==> src/design/cpc_pkg.sv <==
// package: code protection configuration constants and types
package cpc_pkg;
    localparam int ADDR_W = 4;
    localparam int DATA_W = 8;
    localparam logic [ADDR_W-1:0] OFF_LOW = 4'h0;
    localparam logic [ADDR_W-1:0] OFF_HIGH = 4'h1;
    localparam logic [ADDR_W-1:0] OFF_STATUS = 4'h2;
    localparam int BIT_BLOCK0 = 0;
    localparam int BIT_BLOCK1 = 1;
    localparam int BIT_EEPROM = 7;
    localparam int BIT_BOOT = 6;
    localparam logic [DATA_W-1:0] LOW_MASK = 8'h03;
    localparam logic [DATA_W-1:0] HIGH_MASK = 8'hC0;
    localparam logic [DATA_W-1:0] LOW_RESET = 8'h03;
    localparam logic [DATA_W-1:0] HIGH_RESET = 8'hC0;
    localparam logic [DATA_W-1:0] ZERO_BYTE = 8'h00;

    typedef struct packed {
        logic [ADDR_W-1:0] addr;
        logic [DATA_W-1:0] wdata;
        logic wr;
        logic rd;
    } cpc_req_s;

    typedef struct packed {
        logic eeprom;
        logic boot;
        logic block1;
        logic block0;
    } cpc_prot_s;
endpackage : cpc_pkg

==> src/design/cpc_top.sv <==
// code protection configuration bytes with register port
// Operation
// - low bit0 zero protects program block 0
// - low bit1 zero protects program block 1
// - high bit7 zero protects data eeprom
// - high bit6 zero protects boot block
// - unused bits read as zero
// - flags only clearable by writes, set back to one only by reset
// - unprogrammed flags read as one
//
// Decided for this implementation: the strobed register port and the placing of the registers.
`timescale 1ns/100ps
`default_nettype none
module cpc_top
(
    input wire logic clk_i,
    input wire logic reset_i,
    input wire cpc_pkg::cpc_req_s req_i,
    output logic [cpc_pkg::DATA_W-1:0] rdata_o,
    output cpc_pkg::cpc_prot_s protect_o
);
    import cpc_pkg::*;

    logic block0_protect_n;
    logic block1_protect_n;
    logic eeprom_protect_n;
    logic boot_protect_n;
    logic [DATA_W-1:0] rdata_reg;
    logic [DATA_W-1:0] rdata_next;
    cpc_prot_s protect_reg;
    cpc_prot_s protect_next;
    wire logic wr_low;
    wire logic wr_high;
    wire logic [DATA_W-1:0] low_byte;
    wire logic [DATA_W-1:0] high_byte;
    wire logic [DATA_W-1:0] status_byte;

    assign wr_low = req_i.wr && (req_i.addr == OFF_LOW);
    assign wr_high = req_i.wr && (req_i.addr == OFF_HIGH);

    cpc_flag u_block0
    (
        .clk_i(clk_i),
        .reset_i(reset_i),
        .wr_i(wr_low),
        .wdata_i(req_i.wdata[BIT_BLOCK0]),
        .flag_o(block0_protect_n)
    );

    cpc_flag u_block1
    (
        .clk_i(clk_i),
        .reset_i(reset_i),
        .wr_i(wr_low),
        .wdata_i(req_i.wdata[BIT_BLOCK1]),
        .flag_o(block1_protect_n)
    );

    cpc_flag u_eeprom
    (
        .clk_i(clk_i),
        .reset_i(reset_i),
        .wr_i(wr_high),
        .wdata_i(req_i.wdata[BIT_EEPROM]),
        .flag_o(eeprom_protect_n)
    );

    cpc_flag u_boot
    (
        .clk_i(clk_i),
        .reset_i(reset_i),
        .wr_i(wr_high),
        .wdata_i(req_i.wdata[BIT_BOOT]),
        .flag_o(boot_protect_n)
    );

    // byte images, unused positions zero
    assign low_byte = {6'h00, block1_protect_n, block0_protect_n};
    assign high_byte = {eeprom_protect_n, boot_protect_n, 6'h00};
    assign status_byte = {4'h0, protect_next};

    assign rdata_next = !req_i.rd ? ZERO_BYTE :
                        (req_i.addr == OFF_LOW) ? (low_byte & LOW_MASK) :
                        (req_i.addr == OFF_HIGH) ? (high_byte & HIGH_MASK) :
                        (req_i.addr == OFF_STATUS) ? status_byte :
                        ZERO_BYTE;

    // protection active while flag is zero
    assign protect_next.eeprom = !eeprom_protect_n;
    assign protect_next.boot = !boot_protect_n;
    assign protect_next.block1 = !block1_protect_n;
    assign protect_next.block0 = !block0_protect_n;

    always_ff @(posedge clk_i)
    begin
        if (reset_i)
        begin
            rdata_reg <= ZERO_BYTE;
            protect_reg <= '0;
        end
        else
        begin
            rdata_reg <= rdata_next;
            protect_reg <= protect_next;
        end
    end

    assign rdata_o = rdata_reg;
    assign protect_o = protect_reg;

    // block 0 flag
    a_block0_read: assert property (@(posedge clk_i)
        disable iff (reset_i)
        req_i.rd && req_i.addr == OFF_LOW
        |=> rdata_o[BIT_BLOCK0] == $past(block0_protect_n))
        else $error("block 0 flag read wrong");

    a_block0_clear: assert property (@(posedge clk_i)
        disable iff (reset_i)
        wr_low && !req_i.wdata[BIT_BLOCK0]
        |=> !block0_protect_n)
        else $error("block 0 flag not cleared");

    a_block0_keep: assert property (@(posedge clk_i)
        disable iff (reset_i)
        !(wr_low && !req_i.wdata[BIT_BLOCK0])
        |=> $stable(block0_protect_n))
        else $error("block 0 flag changed unasked");

    a_block0_no_set: assert property (@(posedge clk_i)
        disable iff (reset_i)
        wr_low && !block0_protect_n
        |=> !block0_protect_n)
        else $error("block 0 flag set by write");

    a_block0_follow: assert property (@(posedge clk_i)
        disable iff (reset_i)
        !block0_protect_n
        |=> protect_o.block0)
        else $error("block 0 protect output missing");

    a_block0_open: assert property (@(posedge clk_i)
        disable iff (reset_i)
        block0_protect_n
        |=> !protect_o.block0)
        else $error("block 0 protect output stuck");

    // block 1 flag
    a_block1_read: assert property (@(posedge clk_i)
        disable iff (reset_i)
        req_i.rd && req_i.addr == OFF_LOW
        |=> rdata_o[BIT_BLOCK1] == $past(block1_protect_n))
        else $error("block 1 flag read wrong");

    a_block1_clear: assert property (@(posedge clk_i)
        disable iff (reset_i)
        wr_low && !req_i.wdata[BIT_BLOCK1]
        |=> !block1_protect_n)
        else $error("block 1 flag not cleared");

    a_block1_keep: assert property (@(posedge clk_i)
        disable iff (reset_i)
        !(wr_low && !req_i.wdata[BIT_BLOCK1])
        |=> $stable(block1_protect_n))
        else $error("block 1 flag changed unasked");

    a_block1_no_set: assert property (@(posedge clk_i)
        disable iff (reset_i)
        wr_low && !block1_protect_n
        |=> !block1_protect_n)
        else $error("block 1 flag set by write");

    a_block1_follow: assert property (@(posedge clk_i)
        disable iff (reset_i)
        !block1_protect_n
        |=> protect_o.block1)
        else $error("block 1 protect output missing");

    a_block1_open: assert property (@(posedge clk_i)
        disable iff (reset_i)
        block1_protect_n
        |=> !protect_o.block1)
        else $error("block 1 protect output stuck");

    // eeprom flag
    a_eeprom_read: assert property (@(posedge clk_i)
        disable iff (reset_i)
        req_i.rd && req_i.addr == OFF_HIGH
        |=> rdata_o[BIT_EEPROM] == $past(eeprom_protect_n))
        else $error("eeprom flag read wrong");

    a_eeprom_clear: assert property (@(posedge clk_i)
        disable iff (reset_i)
        wr_high && !req_i.wdata[BIT_EEPROM]
        |=> !eeprom_protect_n)
        else $error("eeprom flag not cleared");

    a_eeprom_keep: assert property (@(posedge clk_i)
        disable iff (reset_i)
        !(wr_high && !req_i.wdata[BIT_EEPROM])
        |=> $stable(eeprom_protect_n))
        else $error("eeprom flag changed unasked");

    a_high_no_set: assert property (@(posedge clk_i)
        disable iff (reset_i)
        wr_high && !eeprom_protect_n
        |=> !eeprom_protect_n)
        else $error("eeprom flag set by write");

    a_eeprom_follow: assert property (@(posedge clk_i)
        disable iff (reset_i)
        !eeprom_protect_n
        |=> protect_o.eeprom)
        else $error("eeprom protect output missing");

    a_eeprom_open: assert property (@(posedge clk_i)
        disable iff (reset_i)
        eeprom_protect_n
        |=> !protect_o.eeprom)
        else $error("eeprom protect output stuck");

    // boot flag
    a_boot_read: assert property (@(posedge clk_i)
        disable iff (reset_i)
        req_i.rd && req_i.addr == OFF_HIGH
        |=> rdata_o[BIT_BOOT] == $past(boot_protect_n))
        else $error("boot flag read wrong");

    a_boot_clear: assert property (@(posedge clk_i)
        disable iff (reset_i)
        wr_high && !req_i.wdata[BIT_BOOT]
        |=> !boot_protect_n)
        else $error("boot flag not cleared");

    a_boot_keep: assert property (@(posedge clk_i)
        disable iff (reset_i)
        !(wr_high && !req_i.wdata[BIT_BOOT])
        |=> $stable(boot_protect_n))
        else $error("boot flag changed unasked");

    a_boot_no_set: assert property (@(posedge clk_i)
        disable iff (reset_i)
        wr_high && !boot_protect_n
        |=> !boot_protect_n)
        else $error("boot flag set by write");

    a_protect_follow: assert property (@(posedge clk_i)
        disable iff (reset_i)
        !boot_protect_n
        |=> protect_o.boot)
        else $error("boot protect output missing");

    a_boot_open: assert property (@(posedge clk_i)
        disable iff (reset_i)
        boot_protect_n
        |=> !protect_o.boot)
        else $error("boot protect output stuck");

    // byte images and idle read data
    a_low_unused_zero: assert property (@(posedge clk_i)
        disable iff (reset_i)
        $past(req_i.rd) && $past(req_i.addr) == OFF_LOW
        |-> (rdata_o & ~LOW_MASK) == ZERO_BYTE)
        else $error("unused low bits not zero");

    a_high_unused_zero: assert property (@(posedge clk_i)
        disable iff (reset_i)
        $past(req_i.rd) && $past(req_i.addr) == OFF_HIGH
        |-> (rdata_o & ~HIGH_MASK) == ZERO_BYTE)
        else $error("unused high bits not zero");

    a_low_full_byte: assert property (@(posedge clk_i)
        disable iff (reset_i)
        req_i.rd && req_i.addr == OFF_LOW
        |=> rdata_o == {6'h00, $past(block1_protect_n),
        $past(block0_protect_n)})
        else $error("low byte image wrong");

    a_high_full_byte: assert property (@(posedge clk_i)
        disable iff (reset_i)
        req_i.rd && req_i.addr == OFF_HIGH
        |=> rdata_o == {$past(eeprom_protect_n),
        $past(boot_protect_n), 6'h00})
        else $error("high byte image wrong");

    a_unmapped_zero: assert property (@(posedge clk_i)
        disable iff (reset_i)
        req_i.rd && req_i.addr != OFF_LOW && req_i.addr != OFF_HIGH
        && req_i.addr != OFF_STATUS
        |=> rdata_o == ZERO_BYTE)
        else $error("unmapped read not zero");

    a_rdata_idle: assert property (@(posedge clk_i)
        disable iff (reset_i)
        !req_i.rd
        |=> rdata_o == ZERO_BYTE)
        else $error("read data without read strobe");

    a_status_read: assert property (@(posedge clk_i)
        disable iff (reset_i)
        req_i.rd && req_i.addr == OFF_STATUS
        |=> rdata_o == {4'h0, !$past(eeprom_protect_n),
        !$past(boot_protect_n), !$past(block1_protect_n),
        !$past(block0_protect_n)})
        else $error("status byte wrong");

    // reset state
    a_reset_unprot: assert property (@(posedge clk_i)
        $past(reset_i)
        |-> block0_protect_n && block1_protect_n
        && eeprom_protect_n && boot_protect_n)
        else $error("flag not one after reset");

    a_reset_outputs: assert property (@(posedge clk_i)
        $past(reset_i)
        |-> rdata_o == ZERO_BYTE && protect_o == '0)
        else $error("outputs not idle after reset");
endmodule : cpc_top
`default_nettype wire

==> src/design/cpc_flag.sv <==
// one clear-only protection flag
`timescale 1ns/100ps
`default_nettype none
module cpc_flag
(
    input wire logic clk_i,
    input wire logic reset_i,
    input wire logic wr_i,
    input wire logic wdata_i,
    output logic flag_o
);
    logic flag_reg;
    logic flag_next;

    // writes can only lower the flag
    assign flag_next = (wr_i && !wdata_i) ? 1'b0 : flag_reg;

    always_ff @(posedge clk_i)
    begin
        if (reset_i)
            flag_reg <= 1'b1;
        else
            flag_reg <= flag_next;
    end

    assign flag_o = flag_reg;

    a_flag_no_set: assert property (@(posedge clk_i)
        disable iff (reset_i)
        !$past(reset_i) && !$past(flag_reg) |-> !flag_reg)
        else $error("cleared flag rose again");
endmodule : cpc_flag
`default_nettype wire

==> config.mk <==
export PLATFORM = sky130hd
export DESIGN_NAME = cpc_top
export DESIGN_NICKNAME = d
export VERILOG_FILES = /design/src/design/cpc_pkg.sv /design/src/design/cpc_top.sv /design/src/design/cpc_flag.sv
export SDC_FILE = /design/constraint.sdc
export NUM_CORES = 1
export LEC_CHECK = 0
export ABC_AREA = 1
export BUFFER_PORTS_ARGS = -buffer_cell sky130_fd_sc_hd__buf_2
export CELL_PAD_IN_SITES_DETAIL_PLACEMENT = 1
export CELL_PAD_IN_SITES_GLOBAL_PLACEMENT = 2
export CORE_UTILIZATION = 19
export DETAILED_ROUTE_END_ITERATION = 6
export PLACE_DENSITY = 0.74
export SKIP_CTS_REPAIR_TIMING = 1
export SLEW_MARGIN = 20
export SYNTH_ARGS = -nofsm -noshare
export SYNTH_HDL_FRONTEND = slang
export SYNTH_SLANG_ARGS = --single-unit
==> constraint.sdc <==
create_clock -name clk_i -period 0.9 [get_ports clk_i]
set_clock_uncertainty 0.2 [all_clocks]
set_input_delay 0.09 -clock clk_i [delete_from_list [all_inputs] [get_ports clk_i]]
set_output_delay 0.09 -clock clk_i [all_outputs]
set_load 0.05 [all_outputs]
==> results_dict.tcl, run 1 <==
set metrics [dict create \
    outcome "finished, violations left" \
    violations "hold timing, setup timing" \
    post-route-drc-count 0 \
    fill_cells 311 \
    grt_setup_unrepaired "true" \
    die_y_um 54.2 \
    fmax_mhz 957 \
    ys_ff_latch 14 \
    drt-initial-drc-count 1 \
    synth_xor_area_share_pct 0 \
    min_period_over_period_pct 116 \
    synth_mux_area_share_pct 0 \
    stdcell_count 117 \
    clk_latency_ns 0.27 \
    synth_top_cells_by_area "dfxtp_1, nor2_1, or2_1" \
    critical_path_class "flop to output pin" \
    antenna_cells 0 \
    core_area_mm2 0.00252 \
    rrSetupSlack_ns 0.04 \
    io_pins 28 \
    critPathMaxFanout 1 \
    holdCritPathClass "input pin to flop" \
    dieArea_mm2 0.00294 \
    slowest_delay_ns 0.33 \
    worstHoldPathCells 4 \
    power.density_mw_per_mm2 1510 \
    grt_overflow_total 0 \
    critPathRequiredTime_ns 0.61 \
    hold_end "u_eeprom.flag_o" \
    crit_buf_inv 1 \
    worst_r2r_endpoint "u_block0.flag_o" \
    synthCells 62 \
    grt_max_degree 9 \
    cp_cell_sequence "buf_6" \
    min-delay-start "req_i[9]" \
    p_leak_nw 0.388 \
    synthSimpleGateAreaFrac_pct 33.8 \
    final_util_pct 31.3 \
    final-max-slew-violation-count 0 \
    setup_ws_ns -0.145 \
    postSynthAreaPerCell_um2 8.35 \
    cts_buffers 3 \
    peakVddDrop_v 0.000953 \
    fp-row-count 18 \
    cp-start-kind "flop" \
    die_w_um 54.2 \
    final_cell_mix "nor2_1, buf_2, dfxtp_2" \
    ff_latch_area_um2 293 \
    vias 451 \
    synth-compound-area-share_pct 1.93 \
    grt_pass1_wl_um 1690 \
    setup_violations 10 \
    h-tree-depth 1 \
    dpl.cell_count 113 \
    synth.distinct_cells 14 \
    syn_to_final_growth_pct 52.7 \
    fin_hold_ws_ns -0.0998 \
    dp_hpwl_um 866 \
    yosysSeqAreaShare_pct 54.1 \
    synth.top_cell.area_share_pct 54.1 \
    wirelength_um 1050 \
    synth_top_family_by_area "simple AND/OR/NAND/NOR gates" \
    drive_above_1_share_pct 46.0 \
    r2r-start "u_block0.flag_o" \
    synth_top_cell_by_area "dfxtp_1" \
    cts_buffer_depth 2 \
    antenna_found_initial 0 \
    cp-end-kind "output pin" \
    globalplace.congestion 0.704 \
    cp_top_family "flip-flops" \
    yosys.area_share.adder_pct 0 \
    cts_tree "yes" \
    syn-cell-area_um2 518 \
    arrival_ns 0.75 \
    cts.sinks 14 \
    nNetsFinal 104 \
    slowest_stage "dfxtp_2" \
    setup_tns_ns -1.37 \
    initial_core_util_pct 20.5 \
    drv_cap 0 \
    place_ws_ns -0.0778 \
    finalHoldViolations 10 \
    reg2reg_depth 2 \
    fin_crit_ns 1.04 \
    multiInputGateArea_um2 193 \
    layout_commonest_cell "nor2_1" \
    cts_root_buffer "clkbuf_4" \
    yosysWarnings 0 \
    ant_nets 0 \
    drt-vias-per-instance 3.85 \
    grtUsageTotal_pct 8.61 \
    avgRoutedWirePerCell_um 8.97 \
    io_buffer_count 21 \
    clk_pin_slew_worst_paths_ns 0.08 \
    grt_pass1_vias 424 \
    dr.pass1.iters 2 \
]
synth_stat cells, drive strengths merged:
cell	instances
nand3	3
dfxtp	14
buf	3
nor2	21
inv	6
nor3	2
or2	4
a21oi	2
conb	1
nand2	6
area by class of cell:
cell class / count / area share (%)
multi-input combinational: 40 / 24.4
sequential: 14 / 37.0
timing repair buffer: 23 / 26.4
clock buffer: 4 / 4.59
inverter: 6 / 2.85
tap: 30 / 4.75
flip-flops by register name, summed over array words and instances (netlist names):
signal,count
u_boot.flag_o,1
u_block0.flag_o,1
protect_o,4
u_eeprom.flag_o,1
u_block1.flag_o,1
rdata_o,6
where the power goes:
part           internal, mW  switching (mW)
clock                 0.246           0.192
sequential            0.625         0.00392
combinational        0.0474          0.0772
total                 0.918           0.273
how the worst max path moves through the flow:
stage,cells after the start,startpoint,slack (ns),to
CTS,1,protect_o[0],-0.25,protect_o[0]
global placement,5,req_i[11],-0.07,u_block1.flag_o
finish,1,protect_o[0],-0.14,protect_o[0]
global route,1,protect_o[3],-0.19,protect_o[3]
detailed placement,5,req_i[11],-0.08,u_block1.flag_o
floorplan,0,protect_o[0],0.02,protect_o[0]
kinds of logic (layout without fill, tap and decap cells):
group                  Yosys count  in the layout
buffers and inverters            9             33
AND/OR/NAND/NOR                 36             36
other                            1              2
flip-flops                      14             14
AO/OA/AOI/OAI                    2              2
stage by stage:
stage	hold slack (ns)	instance area (um^2)	total power, mW
6_report	-0.0998	791	1.19
5_1_grt	-0.0947	791	1.26
4_1_cts	-0.110	689	1.21
3_5_place_dp	0.186	653	0.762
3_3_place_gp	0.177	653	0.758
2_1_floorplan	0.0724	522	0.726
per-layer routing:
metal	up-vias	part of all wire, %	GRT usage, %
met3	2	6.0	5.00
li1	233	-	-
met1	198	47	9.90
met4	0	1.8	3.85
met2	18	46	12.8
met5	-	0	0
(Power assumes the default switching activity.)
==> run 2: changes to the inputs <==
--- a/config.mk
+++ b/config.mk
@@ -9,11 +9,12 @@
 export BUFFER_PORTS_ARGS = -buffer_cell sky130_fd_sc_hd__buf_2
 export CELL_PAD_IN_SITES_DETAIL_PLACEMENT = 1
 export CELL_PAD_IN_SITES_GLOBAL_PLACEMENT = 2
-export CORE_UTILIZATION = 19
+export CORE_UTILIZATION = 22
 export DETAILED_ROUTE_END_ITERATION = 6
-export PLACE_DENSITY = 0.74
+export PLACE_DENSITY = 0.81
+export REMOVE_ABC_BUFFERS = 1
 export SKIP_CTS_REPAIR_TIMING = 1
-export SLEW_MARGIN = 20
+export SLEW_MARGIN = 5
 export SYNTH_ARGS = -nofsm -noshare
 export SYNTH_HDL_FRONTEND = slang
 export SYNTH_SLANG_ARGS = --single-unit
==> constraint.sdc (replaced) <==
create_clock -name clk_i -period 0.97 [get_ports clk_i]
set_clock_uncertainty 0.2 [all_clocks]
set_input_delay 0.097 -clock clk_i [delete_from_list [all_inputs] [get_ports clk_i]]
set_output_delay 0.097 -clock clk_i [all_outputs]
set_load 0.05 [all_outputs]
==> results_dict.tcl, run 2 (same netlist as run 1, synthesis figures left out) <==
set metrics [dict create \
    outcome "finished, violations left" \
    violations "hold timing, setup timing" \
    syn_to_final_growth_pct 50.7 \
    grt_pass1_wl_um 1710 \
    post-route-drc-count 0 \
    seq_power_share_pct 52.3 \
    dpl.cell_count 111 \
    dp_hpwl_um 850 \
    crit_cells 1 \
    final_cell_mix "nor2_1, buf_2, dfxtp_2" \
    cp_cell_sequence "buf_8" \
    peakVddDrop_v 0.000586 \
    fp-row-count 17 \
    dr.pass1.iters 1 \
    critical_path_class "flop to output pin" \
    nNetsFinal 104 \
    final-max-slew-violation-count 0 \
    die_y_um 50.5 \
    grt_pass1_vias 431 \
    setup_ws_ns -0.0831 \
    p_switching_uw 264 \
    p_clk_share_pct 37.4 \
    antenna_cells 0 \
    wirelength_um 1070 \
    ant_nets 0 \
    cts.sinks 14 \
    cts_buffer_depth 2 \
    power.density_mw_per_mm2 1430 \
    min_period_over_period_pct 109 \
    fin_crit_ns 1.05 \
    slowest_delay_ns 0.34 \
    worstHoldPathCells 4 \
    layout_commonest_cell "nor2_1" \
    fin_hold_ws_ns -0.0895 \
    critPathRequiredTime_ns 0.67 \
    drive_above_1_share_pct 46.0 \
    h-tree-depth 1 \
    crit_buf_inv 1 \
    core_area_mm2 0.00221 \
    setup_tns_ns -0.775 \
    grtUsageTotal_pct 9.00 \
    initial_core_util_pct 23.4 \
    arrival_ns 0.76 \
    globalplace.congestion 0.656 \
    cts_buffers 3 \
    setup_violations 10 \
    io_buffer_count 21 \
    drt-initial-drc-count 0 \
    drt-vias-per-instance 3.89 \
    cp-start-kind "flop" \
    grt_max_degree 9 \
    grt_setup_unrepaired "true" \
    largest_reg_flops 6 \
    cp-end-kind "output pin" \
    reg2reg_depth 2 \
    final_util_pct 35.3 \
    clk_latency_ns 0.27 \
    comb_power_share_pct 10.3 \
    io_pins 28 \
    antenna_found_initial 0 \
    dieArea_mm2 0.00255 \
    switching_share_pct 23.7 \
    slowest_stage "dfxtp_2" \
    drv_cap 0 \
    holdCritPathClass "input pin to flop" \
    die_w_um 50.5 \
    clk_pin_slew_worst_paths_ns 0.09 \
    cp_top_family "flip-flops" \
    p_leak_nw 0.386 \
    place_ws_ns -0.0265 \
    p_int_uw 851 \
    vias 447 \
    cts_root_buffer "clkbuf_4" \
    grt_overflow_total 0 \
    avgRoutedWirePerCell_um 9.33 \
    finalHoldViolations 10 \
    cts_tree "yes" \
    critPathMaxFanout 1 \
    stdcell_count 115 \
    fmax_mhz 950 \
]
-- run 2: cell counts in the layout (fill, tap and decap cells not counted) --
No cell type changed its count.
-- run 2: power by group through the flow --
stage | combinational (mW) | clock (mW) | sequential, mW
floorplan | 0.0509 | 0 | 0.607
global placement | 0.108 | 0 | 0.596
detailed placement | 0.111 | 0 | 0.596
CTS | 0.111 | 0.434 | 0.582
global route | 0.124 | 0.459 | 0.584
finish | 0.115 | 0.417 | 0.583
-- run 2: through the flow --
step	area, um^2	power (mW)
after global routing	781	1.17
after CTS	687	1.13
after detailed placement	651	0.706
final	781	1.11
after global placement	651	0.703
after floorplan	495	0.658
-- run 2: cell type report --
type | count | area, um^2
fillers | 285 | 1430
flip-flops and latches | 14 | 293
repair buffers | 23 | 201
multi-input cells | 40 | 193
clock buffers | 4 | 36.3
well taps | 28 | 35.0
inverters | 6 | 22.5
-- run 2: worst paths after layout --
kind                                 startpoint               to  slack, ns
worst min register to register    u_boot.flag_o       rdata_o[6]       0.26
worst max-delay path               protect_o[3]     protect_o[3]      -0.08
worst min-delay path                   req_i[9]  u_eeprom.flag_o      -0.09
worst max register to register  u_block0.flag_o  u_block0.flag_o       0.12
-- run 2: layer usage --
metal | wire [um] | GRT usage, % | share of wire [%]
met4 | 0 | 4.17 | 0
met3 | 84 | 3.33 | 7.8
met2 | 506 | 14.2 | 47
met1 | 481 | 10.8 | 45
met5 | 0 | 0 | 0
==> run 3: changes to the inputs <==
--- a/config.mk
+++ b/config.mk
@@ -9,12 +9,14 @@
 export BUFFER_PORTS_ARGS = -buffer_cell sky130_fd_sc_hd__buf_2
 export CELL_PAD_IN_SITES_DETAIL_PLACEMENT = 1
 export CELL_PAD_IN_SITES_GLOBAL_PLACEMENT = 2
-export CORE_UTILIZATION = 22
+export CORE_UTILIZATION = 21
 export DETAILED_ROUTE_END_ITERATION = 6
-export PLACE_DENSITY = 0.81
+export HOLD_SLACK_MARGIN = 0.12
+export PLACE_DENSITY = 0.79
 export REMOVE_ABC_BUFFERS = 1
 export SKIP_CTS_REPAIR_TIMING = 1
 export SLEW_MARGIN = 5
 export SYNTH_ARGS = -nofsm -noshare
 export SYNTH_HDL_FRONTEND = slang
+export SYNTH_HIERARCHICAL = 1
 export SYNTH_SLANG_ARGS = --single-unit
==> results_dict.tcl, run 3 <==
set metrics [dict create \
    violations "hold timing, setup timing" \
    min_period_over_period_pct 108 \
    io_pins 28 \
    antenna_cells 0 \
    switching_share_pct 22.8 \
    fin_crit_ns 1.05 \
    p_switching_uw 254 \
    design_area_um2 850 \
    cp-start-kind "flop" \
    h-tree-depth 1 \
    grt_overflow_total 0 \
    cts_tree "yes" \
    critPathRequiredTime_ns 0.67 \
    cp_top_family "flip-flops" \
    synth_edf_count 0 \
    fill_cells 270 \
    peakVddDrop_v 0.000441 \
    yosysSeqAreaShare_pct 53.7 \
    p_clk_share_pct 36.1 \
    critPathMaxFanout 1 \
    postSynthAreaPerCell_um2 7.56 \
    arrival_ns 0.75 \
    cts_buffers 3 \
    drv_cap 0 \
    synthCells 69 \
    synth.top_cell.area_share_pct 53.7 \
    dr.pass1.iters 4 \
    yosysWarnings 6 \
    fp-row-count 17 \
    synth.distinct_cells 13 \
    grt_setup_unrepaired "true" \
    cts_buffer_depth 2 \
    antenna_found_initial 0 \
    holdCritPathClass "input pin to flop" \
    die_y_um 51.8 \
    globalplace.congestion 0.689 \
    cts.sinks 14 \
    synth.top_cells.by_count "dfxtp_1, inv_1, nand2_1" \
    grt_pass1_vias 451 \
    final_util_pct 37.3 \
    slowest_delay_ns 0.34 \
    synth_top_cell_by_area "dfxtp_1" \
    p_leak_nw 0.460 \
    syn-cell-area_um2 522 \
    wirelength_um 1150 \
    synthFlopType "dfxtp_1" \
    core_area_mm2 0.00228 \
    setup_ws_ns -0.0817 \
    seq_power_share_pct 52.3 \
    power.density_mw_per_mm2 1310 \
    drt-vias-per-instance 3.88 \
    setup_violations 10 \
    synth_top_cells_by_area "dfxtp_1, inv_1, nand2_1" \
    slowest_stage "dfxtp_2" \
    grt_max_degree 9 \
    final-max-slew-violation-count 0 \
    fmax_mhz 951 \
    dieArea_mm2 0.00269 \
    die_w_um 51.8 \
    grt_pass1_wl_um 1880 \
    drive_above_1_share_pct 46.0 \
    outcome "finished, violations left" \
    fin_hold_ws_ns -0.106 \
    async_flop_share_pct 0 \
    cts_root_buffer "clkbuf_4" \
    comb_power_share_pct 11.6 \
    crit_buf_inv 1 \
    largest_reg_flops 6 \
    post-route-drc-count 0 \
    avgRoutedWirePerCell_um 9.00 \
    cp_cell_sequence "buf_6" \
    dp_hpwl_um 903 \
    initial_core_util_pct 22.9 \
    cp-end-kind "output pin" \
    ant_nets 0 \
    syn_to_final_growth_pct 62.8 \
    finalPower_mw 1.12 \
    vias 496 \
    grtUsageTotal_pct 10.1 \
    ys_ff_latch 14 \
    placed_area_um2 681 \
    nNetsFinal 117 \
    critical_path_class "flop to output pin" \
    final_cell_mix "inv_1, nand2_1, nor2_1, buf_2, dfxtp_2" \
    io_buffer_count 21 \
    p_int_uw 862 \
    clk_latency_ns 0.27 \
    clk_pin_slew_worst_paths_ns 0.08 \
    finalHoldViolations 14 \
    drt-initial-drc-count 2 \
]
run 3: cells by family (layout without fill, tap and decap cells):
kind of cell    Yosys count  in the layout  synth area share [%]
compound gates            2              2                  1.92
simple gates             35             35                  30.0
flops                    14             14                  53.7
buf+inv                  17             47                  13.7
other cells               1              2                 0.719
run 3: layout make-up:
class / count / area [um^2] / share of cell area, %
Timing Repair Buffer: 28 / 254 / 29.9
Multi-Input combinational cell: 39 / 174 / 20.5
Clock buffer: 4 / 36.3 / 4.27
Sequential cell: 14 / 294 / 34.6
Tap cell: 28 / 35.0 / 4.12
Inverter: 15 / 56.3 / 6.63
run 3: metrics by stage:
| stage | hold slack (ns) | setup TNS [ns] | setup slack (ns) | instances |
|---|---|---|---|---|
| 3_3_place_gp | 0.154 | -0.278 | -0.0878 | 121 |
| 4_1_cts | -0.129 | -1.78 | -0.201 | 125 |
| 6_report | -0.106 | -0.712 | -0.0817 | 128 |
| 5_1_grt | -0.0917 | -1.14 | -0.125 | 128 |
| 2_1_floorplan | -0.0363 | 0 | 0.0837 | 68 |
| 3_5_place_dp | 0.164 | -0.430 | -0.120 | 121 |
run 3: power groups by stage:
stage	sequential (mW)	combinational (mW)	clock [mW]
6_report	0.584	0.130	0.403
5_1_grt	0.585	0.143	0.458
4_1_cts	0.583	0.116	0.429
3_5_place_dp	0.596	0.115	0
3_3_place_gp	0.596	0.112	0
2_1_floorplan	0.606	0.0490	0
run 3: final timing paths:
path / startpoint / end / slack, ns / cells after the start
setup / recovery: protect_o[1] / protect_o[1] / -0.08 / 1
hold / removal: reset_i / rdata_o[0] / -0.11 / 4
setup reg to reg: u_block0/flag_o / rdata_o[0] / 0.11 / 2
hold reg to reg: u_block0/flag_o / protect_o[0] / 0.25 / 1
run 3: layer usage:
layer	up-vias	routed length, um	track usage, %
met1	223	524	12.1
met2	15	557	14.5
met3	2	43	2.63
met5	-	0	0
met4	0	27	9.46
li1	256	-	-
